File: src/shared/pief_pkg.sv
package pief_pkg;

    // Word-aligned byte addresses of the three registers on the bus.
    localparam logic [7:0] PIEF_ADDR_ENABLE = 8'h00;
    localparam logic [7:0] PIEF_ADDR_FLAGS  = 8'h04;
    localparam logic [7:0] PIEF_ADDR_CTRL   = 8'h08;

    // Source bit positions, shared by the enable and flag registers.
    localparam int PIEF_BIT_ADC    = 6;
    localparam int PIEF_BIT_CAPCMP = 5;
    localparam int PIEF_BIT_CMP    = 3;
    localparam int PIEF_BIT_TMRB   = 1;
    localparam int PIEF_BIT_TMRA   = 0;

    // Bit positions in the core interrupt control register.
    localparam int PIEF_BIT_GLOBAL_EN = 7;
    localparam int PIEF_BIT_GROUP_EN  = 6;

    // Implemented-bit masks for the two variants and the control register, and the unimplemented-bit mask.
    localparam logic [7:0] PIEF_IMPL_FULL    = 8'h6B;
    localparam logic [7:0] PIEF_IMPL_REDUCED = 8'h09;
    localparam logic [7:0] PIEF_UNIMPL       = 8'h94;
    localparam logic [7:0] PIEF_CTRL_MASK    = 8'hC0;

    localparam logic [7:0]  PIEF_RESET_BYTE = 8'h00;
    localparam logic [23:0] PIEF_PAD_ZERO   = 24'h000000;

    typedef enum logic [1:0] {
        PIEF_CC_OFF     = 2'b00,
        PIEF_CC_CAPTURE = 2'b01,
        PIEF_CC_COMPARE = 2'b10,
        PIEF_CC_PWM     = 2'b11
    } pief_ccmode_t;

endpackage : pief_pkg

File: src/core/pief_top.sv
`timescale 1ns/1ps
// Notes on behaviour
// No peripheral request reaches the core while the group enable is clear.
// Enable bits: ADC 6, capture/compare 5, comparator 3, timer B 1, timer A 0.
// Bits 7, 4 and 2 of enable and flags read zero, ignore writes.
// A flag sets on its event regardless of any enable bit.
// Software should clear a flag before enabling its source.
// ADC flag at bit 6 sets when a conversion completes.
// Capture/compare flag sets on capture or compare per mode, unused in PWM.
// Comparator flag at bit 3 sets on any comparator output change, sticky; changes within the first three edges after reset are lost.
// Timer B flag at bit 1 sets on period match, sticky.
// Timer A flag at bit 0 sets on overflow, sticky.
// Implemented enable and flag bits are read/write and reset to zero.
// Reduced variant leaves ADC, capture/compare, timer B bits unimplemented.
// Global enable clear blocks every interrupt; set passes unmasked ones.
// Group enable clear blocks every peripheral interrupt.
// Request asserts with global, group and an enabled set flag together.
module pief_top
    import pief_pkg::*;
#(
    parameter bit FULL_VARIANT = 1'b1
) (
    input  wire logic         i_clk,
    input  wire logic         i_rst,
    input  wire logic         i_psel,
    input  wire logic         i_penable,
    input  wire logic         i_pwrite,
    input  wire logic [7:0]   i_paddr,
    input  wire logic [31:0]  i_pwdata,
    output logic      [31:0]  o_prdata,
    output logic              o_pready,
    output logic              o_pslverr,
    input  wire logic         i_adc_done,
    input  wire logic         i_capture_event,
    input  wire logic         i_compare_match,
    input  wire logic [1:0]   i_capcmp_mode,
    input  wire logic         i_comparator_out,
    input  wire logic         i_timer_b_match,
    input  wire logic         i_timer_a_overflow,
    output logic              o_irq
);

    logic [7:0] enable;
    logic [7:0] flags;
    logic [7:0] ctrl;
    logic       cmp_meta;
    logic       cmp_sync;
    logic       cmp_last;
    logic       cmp_primed;
    logic [1:0] cmp_prime_pipe;

    logic [7:0] set_vec;
    logic [7:0] next_enable;
    logic [7:0] next_flags;
    logic [7:0] next_ctrl;
    logic       next_irq;
    logic       next_pready;
    logic       next_pslverr;
    logic [31:0] next_prdata;

    wire [7:0] impl = FULL_VARIANT ? PIEF_IMPL_FULL : PIEF_IMPL_REDUCED;

    // Bus decode: one wait state, the answer comes in the second access cycle.
    wire       access = i_psel & i_penable;
    wire       done   = access & o_pready;
    wire       hit_en = i_paddr == PIEF_ADDR_ENABLE;
    wire       hit_fl = i_paddr == PIEF_ADDR_FLAGS;
    wire       hit_ct = i_paddr == PIEF_ADDR_CTRL;
    wire       hit    = hit_en | hit_fl | hit_ct;
    wire       wr_en  = done & i_pwrite & hit_en;
    wire       wr_fl  = done & i_pwrite & hit_fl;
    wire       wr_ct  = done & i_pwrite & hit_ct;
    wire [7:0] wbyte  = i_pwdata[7:0];

    wire [7:0] rd_byte = hit_en ? enable :
                         hit_fl ? flags  :
                         hit_ct ? ctrl   : PIEF_RESET_BYTE;

    // Capture/compare events count only in the mode that owns them.
    wire cc_capture = i_capture_event &
                      (pief_ccmode_t'(i_capcmp_mode) == PIEF_CC_CAPTURE);
    wire cc_compare = i_compare_match &
                      (pief_ccmode_t'(i_capcmp_mode) == PIEF_CC_COMPARE);

    // The edge detector stays blind for three edges after reset, until the last-value
    // flop holds a real pin sample, so a comparator idling high raises no false event.
    // A genuine change inside that window is lost, which is the price of that guard.
    wire cmp_change = cmp_primed & (cmp_sync ^ cmp_last);

    always_comb begin
        set_vec                  = PIEF_RESET_BYTE;
        set_vec[PIEF_BIT_ADC]    = i_adc_done;
        set_vec[PIEF_BIT_CAPCMP] = cc_capture | cc_compare;
        set_vec[PIEF_BIT_CMP]    = cmp_change;
        set_vec[PIEF_BIT_TMRB]   = i_timer_b_match;
        set_vec[PIEF_BIT_TMRA]   = i_timer_a_overflow;
    end

    wire [7:0] set_hit = set_vec & impl;

    // Hardware set wins over a software write of zero in the same cycle.
    assign next_flags  = ((wr_fl ? wbyte : flags) | set_vec) & impl;
    assign next_enable = wr_en ? (wbyte & impl) : enable;
    assign next_ctrl   = wr_ct ? (wbyte & PIEF_CTRL_MASK) : ctrl;

    assign next_irq = next_ctrl[PIEF_BIT_GLOBAL_EN]
                    & next_ctrl[PIEF_BIT_GROUP_EN]
                    & (|(next_flags & next_enable));

    assign next_pready  = access & ~o_pready;
    assign next_pslverr = access & ~o_pready & ~hit;
    assign next_prdata  = (access & ~o_pready) ? {PIEF_PAD_ZERO, rd_byte}
                                               : {PIEF_PAD_ZERO, PIEF_RESET_BYTE};

    always_ff @(posedge i_clk or posedge i_rst) begin
        if (i_rst) begin
            enable <= PIEF_RESET_BYTE;
            flags  <= PIEF_RESET_BYTE;
            ctrl   <= PIEF_RESET_BYTE;
        end else begin
            enable <= next_enable;
            flags  <= next_flags;
            ctrl   <= next_ctrl;
        end
    end

    always_ff @(posedge i_clk or posedge i_rst) begin
        if (i_rst) begin
            cmp_meta   <= 1'b0;
            cmp_sync   <= 1'b0;
            cmp_last   <= 1'b0;
            cmp_primed <= 1'b0;
            cmp_prime_pipe <= '0;
        end else begin
            cmp_meta   <= i_comparator_out;
            cmp_sync   <= cmp_meta;
            cmp_last   <= cmp_sync;
            cmp_prime_pipe <= {cmp_prime_pipe[0], 1'b1};
            cmp_primed <= cmp_prime_pipe[1];
        end
    end

    always_ff @(posedge i_clk or posedge i_rst) begin
        if (i_rst) begin
            o_prdata  <= {PIEF_PAD_ZERO, PIEF_RESET_BYTE};
            o_pready  <= 1'b0;
            o_pslverr <= 1'b0;
            o_irq     <= 1'b0;
        end else begin
            o_prdata  <= next_prdata;
            o_pready  <= next_pready;
            o_pslverr <= next_pslverr;
            o_irq     <= next_irq;
        end
    end
endmodule : pief_top

File: config.mk
export PLATFORM = sky130hd
export DESIGN_NAME = pief_top
export DESIGN_NICKNAME = d
export VERILOG_FILES = /design/src/shared/pief_pkg.sv /design/src/core/pief_top.sv
export SDC_FILE = /design/constraint.sdc
export NUM_CORES = 1
export LEC_CHECK = 0
export BUFFER_PORTS_ARGS = -buffer_cell sky130_fd_sc_hd__buf_2
export CORE_MARGIN = 4
export CORE_UTILIZATION = 30
export CTS_CLUSTER_DIAMETER = 80
export CTS_CLUSTER_SIZE = 16
export DETAILED_ROUTE_END_ITERATION = 10
export PLACE_DENSITY_LB_ADDON = 0.3
export SLEW_MARGIN = 20
export SYNTH_ARGS = -nofsm -noshare
export SYNTH_HDL_FRONTEND = slang
export SYNTH_SLANG_ARGS = --single-unit
File: constraint.sdc
create_clock -name i_clk -period 4.75 [get_ports i_clk]
set_input_delay 0.95 -clock i_clk [delete_from_list [all_inputs] [get_ports i_clk]]
set_output_delay 0.95 -clock i_clk [all_outputs]
set_load 0.005 [all_outputs]
* Word level (Yosys, flattened, before mapping) *
Index checks and enable logic that the tools add are counted.
W data, S select, Z words.

storage, ports and cells
  register bits after elaboration = 56
  output and inout bits = 35
  word-level logic and storage cells = 46

operators by class
  equality and inequality tests = 4
  mux-type cells = 7
  bitwise operators = 21
  reduce and logical (&&, ||, !) cells = 2

operators with widths
  cell                  count
  $mux W8               6
  $and A1 B1 Y1         13
  $and A7 B8 Y8         1
  $eq A8 B3 Y1 const B  1
  $eq A8 B4 Y1 const B  1
  $logic_not A8 Y1      1
  $reduce_or A8 Y1      1
  $mux W7               1
  $or A7 B7 Y7          1
  $or A1 B1 Y1          3
  $eq A2 B1 Y1 const B  1
  $eq A2 B2 Y1 const B  1
  $not A1 Y1            2
  $xor A1 B1 Y1         1

* Longest topological paths before layout *
Gate-level depths: netlist (run 1).

  depth in word-level cells = 9
  mapped depth = 5
  depth with buffers taken out = 5

* Least setup slack after synthesis (run 1) *
No wires, ideal clock.

  path type = in2reg
  start = input port i_paddr[5]
  end = register o_irq
  arrival time = 2.565 ns
  slack = 2.046 ns
  stages on the path = 5
  path through = or4_4 > nor3_2 > mux2_2 > o21ai_0 > a41oi_2

on the way
  word-level cells in the longest chain between the ends = 7
  elaborated cells on any way between the ends = 14
  those cells by class = eq/ne (2); mux (3); bitwise (7); reduce/logical (2)

RTL lines
  item                    line             text
  start: declaration      pief_top.sv:28   input wire logic [7:0] i_paddr,
  $eq A8 B3 Y1            pief_top.sv:67   wire hit_fl = i_paddr == PIEF_ADDR_FLAGS;
  $and A1 B1 Y1           pief_top.sv:71   wire wr_fl = done & i_pwrite & hit_fl;
  $mux W7                 pief_top.sv:102  assign next_flags = ((wr_fl ? wbyte : flags) | set_vec) & impl;
  $or A7 B7 Y7            pief_top.sv:102
  $and A7 B8 Y8           pief_top.sv:108  & (|(next_flags & next_enable));
  $reduce_or A8 Y1        pief_top.sv:108
  $and A1 B1 Y1 (*)       pief_top.sv:108
  named net next_irq      pief_top.sv:56   logic next_irq;
  end signal: assignment  pief_top.sv:153  o_irq <= next_irq;
  end: declaration        pief_top.sv:40   output logic o_irq

The timed path passes the listed nets; every way through them passes the cells marked *.

* Final worst setup path (run 1) *
Ends and elaborated chain as after synthesis.

==> impl_metrics.json, run 1 <==
{
  "status": "completed",
  "synth_xor_area_frac": 0.00643,
  "first_pass_iters": 4,
  "htreeDepth": 1,
  "critPathArrivalTime_ns": 2.88,
  "path_clk_slew_ns": 0.10,
  "rsz0062_at_grt": "no",
  "hold_depth": 0,
  "yosys.area_share.simple": 0.145,
  "hpwl_microns": 2080,
  "yosysMostFrequentCell": "dfrtp_1",
  "gp_congestion": 0.767,
  "grt_overflow": 0,
  "grt_pass1_vias": 856,
  "die_area_sq_mm": 0.00568,
  "fin_cells": 215,
  "areaGrowthSynthToFinish_pct": 13.6,
  "initial_core_util": 0.311,
  "ys_top_cells_by_area": "dfrtp_1 (50%), buf_4 (14%), mux2_2 (4.1%)",
  "vias_per_cell": 4.33,
  "cts_setup_buffers": 0,
  "synth-compound-area-share": 0.0882,
  "wl_met1_microns": 1120,
  "hold_violations": 0,
  "cp-end-kind": "register",
  "cts_hold_buf": 0,
  "route.met2.wl_microns": 1180,
  "cts.sinks": 27,
  "synth_fa_ha_area_frac": 0,
  "io_pins": 88,
  "synth_ff_type": "dfrtp_1",
  "dpl_cell_area_sq_mm": 0.00150,
  "routedWlPerCell_microns": 12.0,
  "reg2reg_depth": 5,
  "syn_inst": 126,
  "drive_above_1_share": 0.313,
  "hold_slack_ns": 0.359,
  "cpPeakStageDelay_ns": 0.58,
  "worst_slew_pin_slew_ns": 0.948,
  "fin_tns_setup_ns": 0,
  "crit_slowest_cell": "or4_4",
  "netlist_area_sq_mm": 0.00136,
  "wl_met3_microns": 280,
  "root_buffer": "clkbuf_8",
  "drv_slew": 0,
  "clock_latency_ns": 0.27,
  "yosys_warnings": 0,
  "stdcell_area_sq_mm": 0.00155,
  "synth_top_family_by_area": "buffers and inverters",
  "finalClockSkew_ns": 0.00555,
  "powerDensity_mw_per_mm2": 263,
  "io_buffers": 35,
  "place_inst": 211,
  "clock.fmax_mhz": 367,
  "drc_errors": 0,
  "grt_max_degree": 28,
  "finalPower_mw": 0.407,
  "dpl_worst_slack_ns": 1.69,
  "cts_max_path_buffers": 2,
  "synth_async_sr_flop_share": 1.00,
  "hp-class": "reg -> reg",
  "setup_viol": 0,
  "synth_edf_count": 0,
  "seq_area_frac_synth": 0.496,
  "ir_worst_vdd_mv": 0.219,
  "ant_nets": 0,
  "cts_made_buffers": 3,
  "num_vias": 931,
  "crit_type": "in -> reg",
  "synth_cell_types": 32,
  "max_slew_margin": 0.364,
  "std_cell_rows": 24,
  "fin_ws_ns": 2.02,
  "synth_seq_cells": 27,
  "start_kind": "input pin",
  "synthMuxAreaShare": 0.0901,
  "min_period_ns": 2.73,
  "maxCapViolCount": 0,
  "grt_first_pass_wirelength_microns": 3950,
  "crit_fanout": 6,
  "synth_top_cell_by_area": "dfrtp_1",
  "die_h_microns": 75.4,
  "diodes": 0,
  "syn_avg_cell_area_sq_um": 10.8,
  "antenna_found_initial": 0,
  "required_ns": 4.91,
  "final_util": 0.353,
  "ctsResizeCount": 0,
  "p_leak_nw": 0.774,
  "synth_top_area_share": 0.496,
  "dieWidth_microns": 75.4,
  "path_cells": "buf_2 -> or4_4 -> nor3_2 -> mux2_2 -> o21ai_0 -> a41oi_2",
  "track_usage": 0.0921,
  "fin_nets": 217,
  "core_area_sq_mm": 0.00438,
  "topRoutingLayerUsed": "met4",
  "synth_commonest_cells": "dfrtp_1 (27), buf_4 (26), nor2_1 (10), inv_1 (8), nand2_1 (8)",
  "post-route-period-util": 0.574,
  "cts_tree": "built",
  "drt-total-wl_microns": 2590,
  "first_iter_violations": 30
}
==> cell type report <==
cell class / count / area [sq um]
Inverter: 8 / 30.0
Clock inverter: 1 / 8.76
Multi-Input combinational cell: 89 / 551
Fill cell: 467 / 2840
Clock buffer: 3 / 41.3
Timing Repair Buffer: 35 / 175
Tap cell: 52 / 65.1
Sequential cell: 27 / 676
==> report_power, final <==
part	internal (mW)	switching [mW]
logic	0.0122	0.0217
clock network	0.0616	0.0765
registers	0.233	0.00155
==> cells in the final DEF (no fill, tap or decap), types with 2 or more instances in the layout <==
master and count:
mux2i_1 4, mux2_2 5, a21oi_1 2, nor2_1 10, clkbuf_8 3, nor3_1 4
dfrtp_1 27, buf_2 35, inv_1 7, nor4_1 2, nand2_1 8, or4_4 2
a21bo_1 2, conb_1 27, a22oi_1 4, o21ai_0 3
==> per-layer routing <==
metal | vias to the layer above | global-route usage
li1 | 451 | -
met1 | 436 | 0.126
met2 | 42 | 0.146
met3 | 2 | 0.0317
met4 | 0 | 0.0117
met5 | - | 0
==> sequential cells by signal, indices dropped and copies added (netlist names) <==
register        cells
ctrl                2
o_pready            1
o_irq               1
cmp_primed          1
o_pslverr           1
o_prdata            6
cmp_prime_pipe      2
flags               5
cmp_sync            1
cmp_last            1
cmp_meta            1
enable              5
==> critical path: cells and delay by family <==
family | cells | cell delay, ns
AO/OA/AOI/OAI | 2 | 0.35
AND/OR/NAND/NOR | 2 | 1.09
buffers and inverters | 1 | 0.09
multiplexers | 1 | 0.40
==> kinds of logic after synthesis <==
logic type,count (synthesis)
AOI/OAI and AO/OA,15
xor gates and xnor gates,1
muxes,11
other,2
DFF,27
and+or+nand+nor,35
buffers and inverters,35
==> final timing paths <==
kind / start / endpoint / slack [ns]
max: i_paddr[5] / o_irq$_DFF_PP0_ / 2.02
min: cmp_meta$_DFF_PP0_ / cmp_sync$_DFF_PP0_ / 0.36
max reg2reg: o_pready$_DFF_PP0_ / o_irq$_DFF_PP0_ / 2.75
min reg2reg: cmp_meta$_DFF_PP0_ / cmp_sync$_DFF_PP0_ / 0.36
max in group asynchronous: i_rst / o_pready$_DFF_PP0_ / 3.56
min in group asynchronous: i_rst / o_prdata[3]$_DFF_PP0_ / 0.75
Note: power is estimated with default switching activity, not from simulation.
==> inputs of run 2 (changes only) <==
==> constraint.sdc (replaced) <==
create_clock -name i_clk -period 2.5 [get_ports i_clk]
set_input_delay 0.5 -clock i_clk [delete_from_list [all_inputs] [get_ports i_clk]]
set_output_delay 0.5 -clock i_clk [all_outputs]
set_load 0.005 [all_outputs]
==> impl_metrics.json, run 2 (synthesis gave the netlist of run 1 again) <==
{
  "status": "completed",
  "hp-class": "in -> async",
  "die_area_sq_mm": 0.00568,
  "initial_core_util": 0.311,
  "mostFrequentLayoutCells": "buf_2 (35), conb_1 (27), dfrtp_1 (27)",
  "largest_reg_flops": 6,
  "die_h_microns": 75.4,
  "post-route-period-util": 0.838,
  "grt_pass1_vias": 852,
  "drv_slew": 0,
  "rsz0062_at_grt": "no",
  "start_kind": "input pin",
  "dpl_cell_area_sq_mm": 0.00153,
  "fin_cells": 220,
  "cts.sinks": 27,
  "min_period_ns": 2.10,
  "areaGrowthSynthToFinish_pct": 16.4,
  "fin_tns_setup_ns": 0,
  "antenna_found_initial": 0,
  "drc_errors": 0,
  "path_clk_slew_ns": 0.10,
  "fin_ws_ns": 0.405,
  "cpPeakStageDelay_ns": 0.57,
  "clock.fmax_mhz": 477,
  "cts_max_path_buffers": 2,
  "first_iter_violations": 26,
  "diodes": 0,
  "cts_made_buffers": 3,
  "drt-total-wl_microns": 2630,
  "regArea_sq_um": 676,
  "htreeDepth": 1,
  "critPathArrivalTime_ns": 2.25,
  "track_usage": 0.0921,
  "hold_violations": 0,
  "clock_latency_ns": 0.27,
  "final_common_cell": "buf_2",
  "finalClockSkew_ns": 0.00216,
  "ir_worst_vdd_mv": 0.314,
  "dieWidth_microns": 75.4,
  "drive_above_1_share": 0.333,
  "cp-end-kind": "register",
  "final_util": 0.361,
  "gp_congestion": 0.740,
  "grt_overflow": 0,
  "io_buffers": 35,
  "cts_setup_buffers": 0,
  "grt_max_degree": 28,
  "crit_type": "in -> reg",
  "crit_slowest_cell": "or4_4",
  "num_vias": 925,
  "required_ns": 2.65,
  "maxCapViolCount": 0,
  "fin_nets": 222,
  "cts_tree": "built",
  "powerDensity_mw_per_mm2": 489,
  "routedWlPerCell_microns": 11.9,
  "path_cells": "buf_2 -> or4_4 -> nor3_2 -> buf_4 -> mux2_2 -> o21ai_0 -> a41oi_2",
  "io_pins": 88,
  "crit_fanout": 6,
  "core_area_sq_mm": 0.00438,
  "vias_per_cell": 4.20,
  "nFillCells": 483,
  "ctsResizeCount": 0,
  "grt_first_pass_wirelength_microns": 3920,
  "hpwl_microns": 2040,
  "stdcell_area_sq_mm": 0.00158,
  "dpl_worst_slack_ns": 0.102,
  "cts_hold_buf": 0,
  "p_leak_nw": 0.804,
  "root_buffer": "clkbuf_8",
  "first_pass_iters": 4,
  "top_regs": "o_prdata (6), enable (5), flags (5)",
  "std_cell_rows": 24,
  "setup_viol": 0,
  "ant_nets": 0,
  "top_register": "o_prdata",
  "multi_input_area_sq_um": 551,
  "place_inst": 216
}
run 2: cell types whose count changed in the layout (fill, tap and decap cells not counted):
cell	previous run	this run
buf_4	0	5
clkinv_1	1	0
inv_1	7	8
run 2: worst paths after layout:
path | cells after the start | start | slack, ns | to
max | 7 | i_paddr[5] | 0.40 | o_irq$_DFF_PP0_
min | 3 | i_rst | 0.27 | o_prdata[5]$_DFF_PP0_
max reg2reg | 6 | o_pready$_DFF_PP0_ | 0.67 | o_irq$_DFF_PP0_
min reg2reg | 0 | cmp_meta$_DFF_PP0_ | 0.36 | cmp_sync$_DFF_PP0_
max in group asynchronous | 3 | i_rst | 1.99 | flags[3]$_DFF_PP0_
min in group i_clk | 1 | i_comparator_out | 0.32 | cmp_meta$_DFF_PP0_
run 2: critical path, delay by kind of cell:
kind            cells  cell delay [ns]
simple gates        2             0.76
mux                 1             0.34
compound gates      2             0.37
buf+inv             2             0.27
run 2: cell type report:
type                            instances  share of cell area
Inverter                                8              0.0190
Sequential cell                        27               0.427
Tap cell                               52              0.0411
Clock buffer                            3              0.0261
Timing Repair Buffer                   40               0.134
Multi-Input combinational cell         89               0.348
Clock inverter                          1             0.00553
run 2: metal layers:
layer  vias to the layer above  global-route usage  wire length [microns]
met4                         0              0.0175                     12
met2                        40               0.146                   1210
met1                       424               0.126                   1150
met3                         2              0.0277                    257
met5                         -                   0                      0
li1                        459                   -                      -
run 2: stage by stage:
| stage | total power, mW | hold WS [ns] |
|---|---|---|
| after floorplan | 0.514 | 0.331 |
| after global placement | 0.521 | 0.332 |
| after detailed placement | 0.522 | 0.336 |
| after CTS | 0.788 | 0.271 |
| after global routing | 0.817 | 0.303 |
| final | 0.774 | 0.266 |
run 2: where the power goes:
part | switching [mW] | internal, mW
Clock | 0.144 | 0.117
Combinational | 0.0413 | 0.0252
Sequential | 0.00300 | 0.444
Total | 0.188 | 0.586
==> inputs of run 3 (changes only) <==
--- a/config.mk
+++ b/config.mk
@@ -5,6 +5,7 @@
 export SDC_FILE = /design/constraint.sdc
 export NUM_CORES = 1
 export LEC_CHECK = 0
+export ABC_AREA = 1
 export BUFFER_PORTS_ARGS = -buffer_cell sky130_fd_sc_hd__buf_2
 export CORE_MARGIN = 4
 export CORE_UTILIZATION = 30
==> constraint.sdc (replaced) <==
create_clock -name i_clk -period 1.8 [get_ports i_clk]
set_input_delay 0.36 -clock i_clk [delete_from_list [all_inputs] [get_ports i_clk]]
set_output_delay 0.36 -clock i_clk [all_outputs]
set_load 0.005 [all_outputs]
==> impl_metrics.json, run 3 <==
{
  "rrSetupSlack_ns": 0.39,
  "fin_nets": 258,
  "p_leak_nw": 0.918,
  "post-route-period-util": 0.782,
  "antenna_found_initial": 0,
  "seq_area_frac_synth": 0.460,
  "gp_congestion": 0.745,
  "synth_seq_cells": 27,
  "synth_edf_count": 0,
  "drive_above_1_share": 0.314,
  "hp-class": "in -> async",
  "io_buffers": 35,
  "route.met2.wl_microns": 1240,
  "crit-reg2reg-capture": "o_irq$_DFF_PP0_",
  "synth_async_sr_flop_share": 1.00,
  "required_ns": 1.97,
  "crit_type": "reg -> reg",
  "mostFrequentLayoutCells": "nand2_1 (46), buf_2 (35), conb_1 (27), dfrtp_1 (27)",
  "nFillCells": 509,
  "largest_reg_flops": 6,
  "core_area_sq_mm": 0.00472,
  "maxCapViolCount": 0,
  "cts.sinks": 27,
  "initial_core_util": 0.311,
  "start_kind": "register",
  "routedWlPerCell_microns": 9.94,
  "htreeDepth": 1,
  "grt_max_degree": 28,
  "hold_violations": 0,
  "wl_met1_microns": 1170,
  "drt-total-wl_microns": 2700,
  "stdcell_area_sq_mm": 0.00168,
  "synth_top_area_share": 0.460,
  "powerDensity_mw_per_mm2": 637,
  "cts_setup_buffers": 0,
  "clock.fmax_mhz": 711,
  "ys_top_cells_by_area": "dfrtp_1 (46%), buf_4 (13%), nand2_1 (12%)",
  "wl_met3_microns": 243,
  "crit_fanout": 6,
  "grt_first_pass_wirelength_microns": 4440,
  "netlist_area_sq_mm": 0.00147,
  "finalClockSkew_ns": 0.00459,
  "std_cell_rows": 25,
  "top_register": "o_prdata",
  "num_vias": 1028,
  "rsz0062_at_grt": "no",
  "drc_errors": 0,
  "cp-end-kind": "register",
  "cts_made_buffers": 3,
  "diodes": 0,
  "clock_latency_ns": 0.28,
  "fin_tns_setup_ns": 0,
  "min_period_ns": 1.41,
  "critPathArrivalTime_ns": 1.58,
  "first_pass_iters": 4,
  "syn_inst": 165,
  "grt_pass1_vias": 948,
  "multi_input_area_sq_um": 617,
  "ir_worst_vdd_mv": 0.288,
  "final_common_cell": "nand2_1",
  "vias_per_cell": 3.79,
  "yosysMostFrequentCell": "nand2_1",
  "setup_viol": 0,
  "areaGrowthSynthToFinish_pct": 14.5,
  "drv_slew": 0,
  "cts_tree": "built",
  "topRoutingLayerUsed": "met4",
  "first_iter_violations": 51,
  "io_pins": 88,
  "root_buffer": "clkbuf_8",
  "die_area_sq_mm": 0.00608,
  "synth_top_cell_by_area": "dfrtp_1",
  "grt_overflow": 0,
  "regToRegStartpoint": "o_pready$_DFF_PP0_",
  "status": "completed",
  "die_h_microns": 78.0,
  "dieWidth_microns": 78.0,
  "synth_ff_type": "dfrtp_1",
  "synth_commonest_cells": "nand2_1 (46), dfrtp_1 (27), buf_4 (26), inv_1 (13), nand3_1 (13)",
  "ant_nets": 0,
  "cts_hold_buf": 0,
  "syn_avg_cell_area_sq_um": 8.91,
  "cts_max_path_buffers": 2,
  "top_regs": "o_prdata (6), enable (5), flags (5)",
  "regArea_sq_um": 676,
  "ctsResizeCount": 0,
  "track_usage": 0.0939,
  "hpwl_microns": 2070,
  "dpl_cell_area_sq_mm": 0.00163,
  "path_clk_slew_ns": 0.09,
  "reg2reg_depth": 9,
  "synth_cell_types": 23,
  "yosys_warnings": 0
}
[run 3: how the worst max path moves through the flow]
stage,startpoint,endpoint,slack [ns],cells after the start
4_1_cts,o_pready$_DFF_PP0_,o_irq$_DFF_PP0_,0.37,9
3_5_place_dp,i_paddr[0],o_irq$_DFF_PP0_,0.18,11
3_3_place_gp,i_paddr[7],o_irq$_DFF_PP0_,0.20,11
2_1_floorplan,i_paddr[7],o_irq$_DFF_PP0_,0.53,10
6_report,o_pready$_DFF_PP0_,o_irq$_DFF_PP0_,0.39,9
5_1_grt,o_pready$_DFF_PP0_,o_irq$_DFF_PP0_,0.22,9
[run 3: report_power, final]
group	total [mW]	switching [mW]	internal [mW]	leakage, nW
combinational	0.104	0.0677	0.0364	0.560
sequential	0.619	0.00348	0.616	0.336
clock	0.348	0.191	0.157	0.0217
total	1.07	0.262	0.810	0.918
[run 3: area by class of cell]
type,count,area share
clock buffer,3,0.0245
multi-input combinational,119,0.367
inverter,16,0.0357
clock inverter,1,0.00446
tap,67,0.0498
sequential,27,0.401
timing repair buffer,38,0.117
[run 3: metrics by stage]
stage          hold WS [ns]  utilization  worst slack (ns)  total power, mW  cells
4_1_cts               0.125        0.356             0.375             1.09    271
6_report              0.125        0.356             0.393             1.07    271
2_1_floorplan         0.331            -             0.526            0.728    190
3_3_place_gp          0.332        0.346             0.198            0.735    267
3_5_place_dp          0.336        0.346             0.183            0.737    267
5_1_grt               0.167        0.356             0.217             1.13    271
[run 3: critical path: stages (launching register included)]
cell,delay (ns)
dfrtp_1,0.37
nand2_1,0.09
nor2_4,0.12
nand3_2,0.19
nand2_1,0.12
nand3_1,0.10
nand2_1,0.07
nand2_1,0.06
nor2_1,0.15
nor2_1,0.05
[run 3: per-layer routing]
layer / vias up / track usage
met3: 4 / 0.0348
met4: 0 / 0.0315
met5: - / 0
met1: 453 / 0.122
met2: 35 / 0.144
li1: 536 / -
[run 3: logic make-up (layout without fill, tap and decap cells)]
| family | after synthesis | in the layout | share of synthesized area |
|---|---|---|---|
| simple gates | 86 | 86 | 0.328 |
| flops | 27 | 27 | 0.460 |
| compound gates | 6 | 6 | 0.0230 |
| buf+inv | 44 | 58 | 0.185 |
| other cells | 2 | 27 | 0.00511 |
